[src/shared/tsc_pkg.sv]
// Shared constants and types for the scan timing controller ends
package tsc_pkg;
    // Port state machine, Gray steps from reset along the DR path to Exit1-DR
    typedef enum logic [3:0] {
        TSC_RESET   = 4'h0,
        TSC_IDLE    = 4'h1,
        TSC_SEL_DR  = 4'h3,
        TSC_CAP_DR  = 4'h2,
        TSC_SH_DR   = 4'h6,
        TSC_EX1_DR  = 4'h7,
        TSC_PAU_DR  = 4'h5,
        TSC_EX2_DR  = 4'h4,
        TSC_UPD_DR  = 4'hc,
        TSC_SEL_IR  = 4'hd,
        TSC_CAP_IR  = 4'hf,
        TSC_SH_IR   = 4'he,
        TSC_EX1_IR  = 4'ha,
        TSC_PAU_IR  = 4'hb,
        TSC_EX2_IR  = 4'h9,
        TSC_UPD_IR  = 4'h8
    } tsc_state_t;

    localparam int         TSC_IR_W      = 8;
    localparam logic [7:0] TSC_IR_CAPTURE = 8'h81;  // Captured pattern
    localparam logic [7:0] TSC_IR_BYPASS  = 8'hff;  // Bypass opcode
    localparam logic [7:0] TSC_IR_RESET   = 8'hff;  // Active after reset
    localparam logic       TSC_BYP_CAPTURE = 1'h0;
    localparam int         TSC_DR_W      = 32;      // Plain data register
    localparam logic [7:0] TSC_LEN_W     = 8'h20;   // Max scan length
    localparam int         TSC_CLK_DIV   = 10;      // Half period, clocks
    localparam logic [3:0] TSC_DIV_LAST  = 4'(TSC_CLK_DIV - 1);

    // Next state from current state and sampled mode select
    function automatic tsc_state_t tsc_next(input tsc_state_t s,
                                            input logic       m);
        case (s)
            TSC_RESET:  tsc_next = m ? TSC_RESET  : TSC_IDLE;
            TSC_IDLE:   tsc_next = m ? TSC_SEL_DR : TSC_IDLE;
            TSC_SEL_DR: tsc_next = m ? TSC_SEL_IR : TSC_CAP_DR;
            TSC_CAP_DR: tsc_next = m ? TSC_EX1_DR : TSC_SH_DR;
            TSC_SH_DR:  tsc_next = m ? TSC_EX1_DR : TSC_SH_DR;
            TSC_EX1_DR: tsc_next = m ? TSC_UPD_DR : TSC_PAU_DR;
            TSC_PAU_DR: tsc_next = m ? TSC_EX2_DR : TSC_PAU_DR;
            TSC_EX2_DR: tsc_next = m ? TSC_UPD_DR : TSC_SH_DR;
            TSC_UPD_DR: tsc_next = m ? TSC_SEL_DR : TSC_IDLE;
            TSC_SEL_IR: tsc_next = m ? TSC_RESET  : TSC_CAP_IR;
            TSC_CAP_IR: tsc_next = m ? TSC_EX1_IR : TSC_SH_IR;
            TSC_SH_IR:  tsc_next = m ? TSC_EX1_IR : TSC_SH_IR;
            TSC_EX1_IR: tsc_next = m ? TSC_UPD_IR : TSC_PAU_IR;
            TSC_PAU_IR: tsc_next = m ? TSC_EX2_IR : TSC_PAU_IR;
            TSC_EX2_IR: tsc_next = m ? TSC_UPD_IR : TSC_SH_IR;
            TSC_UPD_IR: tsc_next = m ? TSC_SEL_DR : TSC_IDLE;
            default:    tsc_next = TSC_RESET;
        endcase
    endfunction
endpackage

[src/shared/tsc_if.sv]
// Four-wire scan link between controller and device
`timescale 1ns/1ps
interface tsc_if;
    logic tck;       // Test clock, made by controller
    logic tms;       // Mode select
    logic tdi;       // Serial data into device
    logic tdo;       // Serial data out of device
    logic tdo_oe;    // Device drives serial output
    modport device (input tck, input tms, input tdi,
                    output tdo, output tdo_oe);
    modport ctrl   (output tck, output tms, output tdi,
                    input tdo, input tdo_oe);
endinterface

[src/hdl/tsc_ctrl.sv]
// Controller end: makes the test clock and runs IR or DR scans
`timescale 1ns/1ps
module tsc_ctrl (
    // System
    input  wire logic        clock,
    input  wire logic        rst,
    // Scan link
    tsc_if.ctrl              link,
    // Request side, two-entry buffered
    input  wire logic        req_valid,
    output logic             req_ready,
    input  wire logic        req_ir,      // 1: IR scan, 0: DR scan
    input  wire logic [7:0]  req_len,     // Bits, 1 to 32
    input  wire logic [31:0] req_data,    // LSB first
    // Answer side
    output logic             rsp_valid,
    input  wire logic        rsp_ready,
    output logic [31:0]      rsp_data
);
    import tsc_pkg::*;

    typedef struct packed {
        logic        v;
        logic        ir;
        logic [7:0]  len;
        logic [31:0] d;
    } tsc_req_t;

    typedef struct packed {
        tsc_req_t [1:0] q;       // Request buffer
        logic        wp;         // Write slot
        logic        rp;         // Read slot
        logic [3:0]  div;        // Clock divider
        logic        tck;
        logic        tms;
        logic        tdi;
        logic [1:0]  tdo_s;      // Serial out synchroniser
        logic [5:0]  step;       // Position in scan walk
        logic        busy;
        tsc_req_t    cur;        // Scan in progress
        logic [7:0]  cnt;        // Bits left
        logic [31:0] cap;        // Collected bits
        logic        rv;         // Answer valid
        logic [31:0] rd;         // Answer word
        logic        rdy;        // Ready toward source
    } tsc_ctl_t;

    tsc_ctl_t r;
    tsc_ctl_t next_r;
    logic     tick_fall;   // Clock is about to fall

    // Walk: idle, select-DR, [select-IR], capture, shift..., exit1,
    // update, idle. Mode select changes only while the clock falls.
    always_comb begin
        next_r       = r;
        tick_fall    = 1'b0;
        next_r.tdo_s = {r.tdo_s[0], link.tdo};
        // Push a request when a slot is free
        if (req_valid && r.rdy) begin
            next_r.q[r.wp] = '{v: 1'b1, ir: req_ir, len: req_len,
                               d: req_data};
            next_r.wp      = ~r.wp;
        end
        // Answer drained
        if (r.rv && rsp_ready) begin
            next_r.rv = 1'b0;
        end
        // Divider and clock
        if (r.div == TSC_DIV_LAST) begin
            next_r.div = 4'h0;
            next_r.tck = ~r.tck;
            tick_fall  = r.tck;
        end else begin
            next_r.div = r.div + 4'h1;
        end
        // Rising edge: capture the serial output of the device
        // Only rises that leave a shift state; the one leaving capture
        // still sees stale serial out, the last one already sits in step 6
        if ((r.div == TSC_DIV_LAST) && !r.tck && r.busy &&
            (((r.step == 6'h4 + 6'(r.cur.ir)) && (r.cnt != r.cur.len)) ||
             (r.step == 6'h6))) begin
            next_r.cap = {r.tdo_s[1], r.cap[31:1]};
        end
        // Falling edge: step the walk
        if (tick_fall) begin
            if (!r.busy) begin
                next_r.tms = 1'b0;
                // Start only once a low mode select has been clocked in,
                // so the device has left reset for idle
                if (r.q[r.rp].v && !r.rv && !r.tms) begin
                    next_r.cur         = r.q[r.rp];
                    next_r.q[r.rp].v   = 1'b0;
                    next_r.rp          = ~r.rp;
                    next_r.busy        = 1'b1;
                    next_r.step        = 6'h1;
                    next_r.cnt         = r.q[r.rp].len;
                    next_r.cap         = '0;
                    next_r.tms         = 1'b1;
                end
            end else begin
                case (r.step)
                    6'h1: begin
                        next_r.tms  = r.cur.ir;
                        next_r.step = r.cur.ir ? 6'h2 : 6'h3;
                    end
                    6'h2: begin
                        next_r.tms  = 1'b0;
                        next_r.step = 6'h3;
                    end
                    6'h3: begin
                        // In capture: always go on into shift
                        next_r.tms  = 1'b0;
                        next_r.step = 6'h4 + 6'(r.cur.ir);
                    end
                    6'h4, 6'h5: begin
                        // In shift: present bit on fall
                        next_r.tdi   = r.cur.d[0];
                        next_r.cur.d = {1'b0, r.cur.d[31:1]};
                        next_r.cnt   = r.cnt - 8'h1;
                        // Raise mode select on the last bit
                        next_r.tms   = (r.cnt <= 8'h1);
                        if (r.cnt <= 8'h1) begin
                            next_r.step = 6'h6;
                        end
                    end
                    6'h6: begin
                        // In exit1: on to update
                        next_r.tms  = 1'b1;
                        next_r.step = 6'h7;
                    end
                    6'h7: begin
                        // In update: back to idle
                        next_r.tms  = 1'b0;
                        next_r.step = 6'h8;
                    end
                    default: begin
                        // Back in idle: hand over the answer
                        next_r.busy = 1'b0;
                        next_r.tms  = 1'b0;
                        next_r.rv   = 1'b1;
                        next_r.rd   = r.cap >> 6'(TSC_LEN_W - r.cur.len);
                    end
                endcase
            end
        end
        next_r.rdy = !(next_r.q[0].v && next_r.q[1].v);
    end

    // Register the whole state; reset walks into Test-Logic-Reset first
    always_ff @(posedge clock or posedge rst) begin
        if (rst) begin
            r     <= '0;
            r.tms <= 1'b1;
        end else begin
            r <= next_r;
        end
    end

    assign link.tck  = r.tck;
    assign link.tms  = r.tms;
    assign link.tdi  = r.tdi;
    assign req_ready = r.rdy;
    assign rsp_valid = r.rv;
    assign rsp_data  = r.rd;
endmodule

[src/flat_wrapper.sv]
// flat-port wrapper written by rule: the top's interface ports become plain ports
module tsc_ctrl_flat import tsc_pkg::*;
  (clock, rst, req_valid, req_ready, req_ir, req_len, req_data, rsp_valid, rsp_ready, rsp_data, link_tck, link_tms, link_tdi, link_tdo, link_tdo_oe);
  tsc_if link_i ();
  input  wire logic clock;
  input  wire logic rst;
  input  wire logic req_valid;
  output logic req_ready;
  input  wire logic req_ir;
  input  wire logic [7:0] req_len;
  input  wire logic [31:0] req_data;
  output logic rsp_valid;
  input  wire logic rsp_ready;
  output logic [31:0] rsp_data;
  output wire logic [$bits(link_i.tck)-1:0] link_tck;
  output wire logic [$bits(link_i.tms)-1:0] link_tms;
  output wire logic [$bits(link_i.tdi)-1:0] link_tdi;
  input wire logic [$bits(link_i.tdo)-1:0] link_tdo;
  input wire logic [$bits(link_i.tdo_oe)-1:0] link_tdo_oe;
  assign link_tck = link_i.tck;
  assign link_tms = link_i.tms;
  assign link_tdi = link_i.tdi;
  assign link_i.tdo = link_tdo;
  assign link_i.tdo_oe = link_tdo_oe;
  tsc_ctrl u_core (.clock(clock), .rst(rst), .link(link_i), .req_valid(req_valid), .req_ready(req_ready), .req_ir(req_ir), .req_len(req_len), .req_data(req_data), .rsp_valid(rsp_valid), .rsp_ready(rsp_ready), .rsp_data(rsp_data));
endmodule
[config.mk]
export PLATFORM = sky130hd
export DESIGN_NAME = tsc_ctrl_flat
export DESIGN_NICKNAME = d
export VERILOG_FILES = /design/src/shared/tsc_pkg.sv /design/src/shared/tsc_if.sv /design/src/hdl/tsc_ctrl.sv /design/src/flat_wrapper.sv
export SDC_FILE = /design/constraint.sdc
export NUM_CORES = 1
export LEC_CHECK = 0
export CAP_MARGIN = 20
export CORE_UTILIZATION = 25
export CTS_CLUSTER_DIAMETER = 150
export DETAILED_ROUTE_END_ITERATION = 12
export DONT_BUFFER_PORTS = 1
export GPL_TIMING_DRIVEN = 0
export PLACE_DENSITY = 0.45
export REMOVE_ABC_BUFFERS = 1
export SYNTH_ARGS = -nofsm -noshare
export SYNTH_HDL_FRONTEND = slang
export SYNTH_SLANG_ARGS = --single-unit
[constraint.sdc]
create_clock -name clock -period 9.65 [get_ports clock]
set_input_delay 1.93 -clock clock [delete_from_list [all_inputs] [get_ports clock]]
set_output_delay 1.93 -clock clock [all_outputs]
set_load 0.005 [all_outputs]
==> summary.md <==
| Metric | Value |
|---|---|
| Outcome | `complete, no violations` |
| # DRC | `0` |
| Largest net degree at the start of global routing | `114` |
| Initial DRC Count | `485` |
| Routed Antenna Nets | `0` |
| Fmax | `276 MHz` |
| Die ar. | `45700 sq um` |
| Largest incremental delay on the critical path | `0.86 ns` |
| Cell variety after synth | `69` |
| Vias in the first global route | `7997` |
| Cell internal pwr | `2.26 mW` |
| Die Y | `214 um` |
| Final nets | `1071` |
| Top cells by area, synth | `dfrtp_1 (48%), mux2_2 (8.7%), nand2_1 (5.7%)` |
| Async SR Flop Fraction | `100%` |
| Crit Path Max Fanout | `33` |
| Seq pwr share | `40.6%` |
| I/O Pins | `84` |
| DR pass1 iterations | `5` |
| Setup Skew | `0.0129 ns` |
| Worst path cell trace | `buf_12, clkinv_1, ha_1, buf_16, mux2i_1, mux2i_1, mux4_2, a222oi_1, inv_1` |
| Area grow syn2layout | `11.9%` |
| Clock Power Share | `27.4%` |
| Number of setup violations in the final report | `0` |
| Ys flop type | `dfrtp_1` |
| First-pass GRT wire length | `45800 um` |
| Post-synth EDFFs | `0` |
| Relative slew slack | `30.2%` |
| Crit-path slowest cell | `ha_1` |
| Pwr dens | `276 nW/um^2` |
| Num rows | `77` |
| Maximum vdd ir drop | `0.167 mV` |
| Gpl congestion | `0.782` |
| CP Class | `flip-flop to flip-flop` |
| Slew @ Worst Pin | `1.04 ns` |
| P_sw | `1.21 mW` |
| Core Area | `44200 sq um` |
| Post-synthesis sequential area ratio | `48.0%` |
| Cell family with most CP delay | `multiplexers` |
| Critical Path RT | `10.08 ns` |
| WL final | `28500 um` |
| Clock Sinks | `215` |
| Sw frac | `35.0%` |
| H-tree depth | `1` |
| Startpoint types | `flip-flop` |
| Final Max Tran Viols | `0` |
| Ys Warns | `0` |
| Final Power | `3.47 mW` |
| Critical path data arrival time | `4.05 ns` |
| Initial antenna violation count | `0` |
| Initial Utilization | `25.4%` |
| DP HPWL | `18700 um` |
| Yosys reg bits | `215` |
| Grt ovf | `0` |
| Logic gate share of total power | `32.0%` |
| Crit share post-route | `37.5%` |
| RSZ-0062 raised after global routing | `false` |
| Gate Count Post-Synth | `1094` |
| Max Cap Violations | `0` |
| Detailed-route vias per instance | `4.87` |
| LEAKAGE | `5.34 nW` |
| Hold Crit Class | `flip-flop to flip-flop` |
| Vias post-DR | `7943` |
| Post-CTS Setup Bufs | `0` |
| Die width | `214 um` |
| Clk buf depth | `3` |
| Worst Path Buf+Inv | `4` |
| Cell taking the most area after synthesis | `dfrtp_1` |
| Mean Syn Cell Area | `10.3 sq um` |
| Mapped Area | `11200 sq um` |
| CP most frequent cell | `mux2i_1` |
| Cts repair resizes | `0` |
| Hold buffer count at cts | `0` |
| Final hold vios | `0` |
| GRT Total Usage | `12.6%` |
| # port buffers | `0` |
| Setup crit end kind | `flip-flop` |
| Clk root buf | `clkbuf_16` |
| CTS tree | `done` |
| Share of the synthesized area in the top cell type | `47.7%` |
| Setup TNS | `0 ns` |
| Clock-pin slew on the worst setup and hold paths | `0.06 ns` |
| Drt wl/cell | `17.5 um` |
| Fill cells | `4648` |
| CTS Buf Count | `26` |
| Worst-Skew Late Latency | `0.55 ns` |
| Final Critical Period | `3.62 ns` |
| Layout cells sized above 1 | `18.9%` |
| # diodes | `0` |
==> cells in the final DEF (no fill, tap or decap), types with 3 or more instances in the layout <==
cell,netlist,final
a2bb2oi_1,4,4
nor2b_1,5,5
o221ai_1,6,6
a22o_1,7,7
and3_1,9,8
clkbuf_1,59,4
clkbuf_8,0,8
clkinv_2,0,5
nor3_1,6,6
nor2_1,95,92
a221oi_1,31,31
o211ai_1,9,9
or3_1,3,3
o31ai_1,3,3
nor2_4,0,3
buf_16,0,5
ha_1,3,3
xor2_1,10,9
mux2i_1,40,40
a32o_1,4,4
o22ai_1,3,3
or2_2,4,4
nand3_1,51,51
mux2_2,87,87
dfrtp_2,0,3
buf_6,0,4
mux4_2,25,25
dfrtp_1,214,211
xnor2_1,6,5
o21ai_0,63,63
a31oi_1,3,3
clkbuf_16,0,26
buf_12,0,4
inv_1,11,10
a32oi_1,3,3
a21oi_1,55,55
nand2_1,169,169
==> per-stage QoR <==
stage / std cells / cell area, sq um / setup slack, ns / hold WS [ns] / util [%]
final: 1630 / 12600 / 6.03 / 0.365 / 28.4
after global routing: 1630 / 12600 / 5.82 / 0.369 / 28.4
after CTS: 1629 / 12500 / 6.01 / 0.369 / 28.3
after detailed placement: 1584 / 11700 / 6.04 / 0.349 / 26.4
after global placement: 1570 / 11400 / -0.953 / 0.339 / 25.7
after floorplan: 978 / 10600 / 1.84 / 0.331 / -
==> cells in the mapped netlist (all sizes together), types with 10 or more instances <==
cell and instances:
nand2 170, nor2 95, buf 57, mux4 25, mux2i 40, dfrtp 214
xor2 10, clkbuf 59, o21ai 65, mux2 87, inv 11, a21oi 55
nand3 51, a221oi 31
==> worst register-to-register path, delay by kind of cell (launching register included) <==
family | cells | cell delay, ns
muxes | 3 | 0.95
buffers and inverters | 4 | 0.94
adders and majority gates | 1 | 0.86
DFF | 1 | 0.44
AOI/OAI and AO/OA | 1 | 0.31
==> power by group through the flow <==
stage	combinational, mW	clock, mW	sequential [mW]
finish	1.11	0.951	1.41
global route	1.23	1.03	1.45
CTS	1.12	0.991	1.41
detailed placement	1.12	0	1.43
global placement	1.02	0	1.45
floorplan	0.835	0	1.38
==> logic make-up (layout without fill, tap and decap cells) <==
group	count (synthesis)	count (layout)	synth area share (%)
AO/OA/AOI/OAI	219	219	13.2
AND/OR/NAND/NOR	361	361	14.2
adder cells (fa/ha/maj)	3	3	0.335
XOR/XNOR	16	16	1.25
flip-flops	215	215	48.0
multiplexers	152	152	17.3
buffers and inverters	128	72	5.75
==> registers in the layout, indices dropped and copies added, names as in the netlist <==
name	count
u_core.r	177
u_core.rsp_valid	1
u_core.link.tdi	1
u_core.next_r	1
u_core.link.tms	1
u_core.req_ready	1
u_core.rsp_data	32
u_core.link.tck	1
==> layout make-up <==
| type | count | area [sq um] | share of cell area, % |
|---|---|---|---|
| Sequential cell | 215 | 5390 | 42.9 |
| Clock inverter | 7 | 63.8 | 0.508 |
| Clock buffer | 38 | 776 | 6.18 |
| Tap cell | 592 | 741 | 5.90 |
| Timing Repair Buffer | 15 | 293 | 2.33 |
| Inverter | 12 | 52.6 | 0.418 |
| Multi-Input combinational cell | 751 | 5250 | 41.8 |
==> layer usage <==
metal	GRT usage (%)	up-vias	share of wire [%]
met5	0	-	0
met4	1.92	0	1.1
met3	3.88	27	7.3
met2	20.9	169	48
met1	16.2	4000	43
li1	-	3747	-
==> path summary, 6_finish.rpt <==
| kind | end | start | slack, ns | cells past startpoint |
|---|---|---|---|---|
| worst max-delay path | u_core.rsp_data[3]$_DFFE_PP0P_ | u_core.r[106]$_DFFE_PP0P_ | 6.03 | 9 |
| max in group asynchronous | u_core.r[106]$_DFFE_PP0P_ | rst | 7.29 | 2 |
| worst min register to register | u_core.r[124]$_DFF_PP0_ | u_core.next_r[124]$_DFF_PP0_ | 0.36 | 0 |
| worst min-delay path | u_core.r[124]$_DFF_PP0_ | u_core.next_r[124]$_DFF_PP0_ | 0.36 | 0 |
| min in group asynchronous | u_core.r[128]$_DFF_PP0_ | rst | 1.34 | 1 |
| worst max register to register | u_core.rsp_data[3]$_DFFE_PP0P_ | u_core.r[106]$_DFFE_PP0P_ | 6.03 | 9 |
No activity file was read; power rests on OpenSTA's default activity.
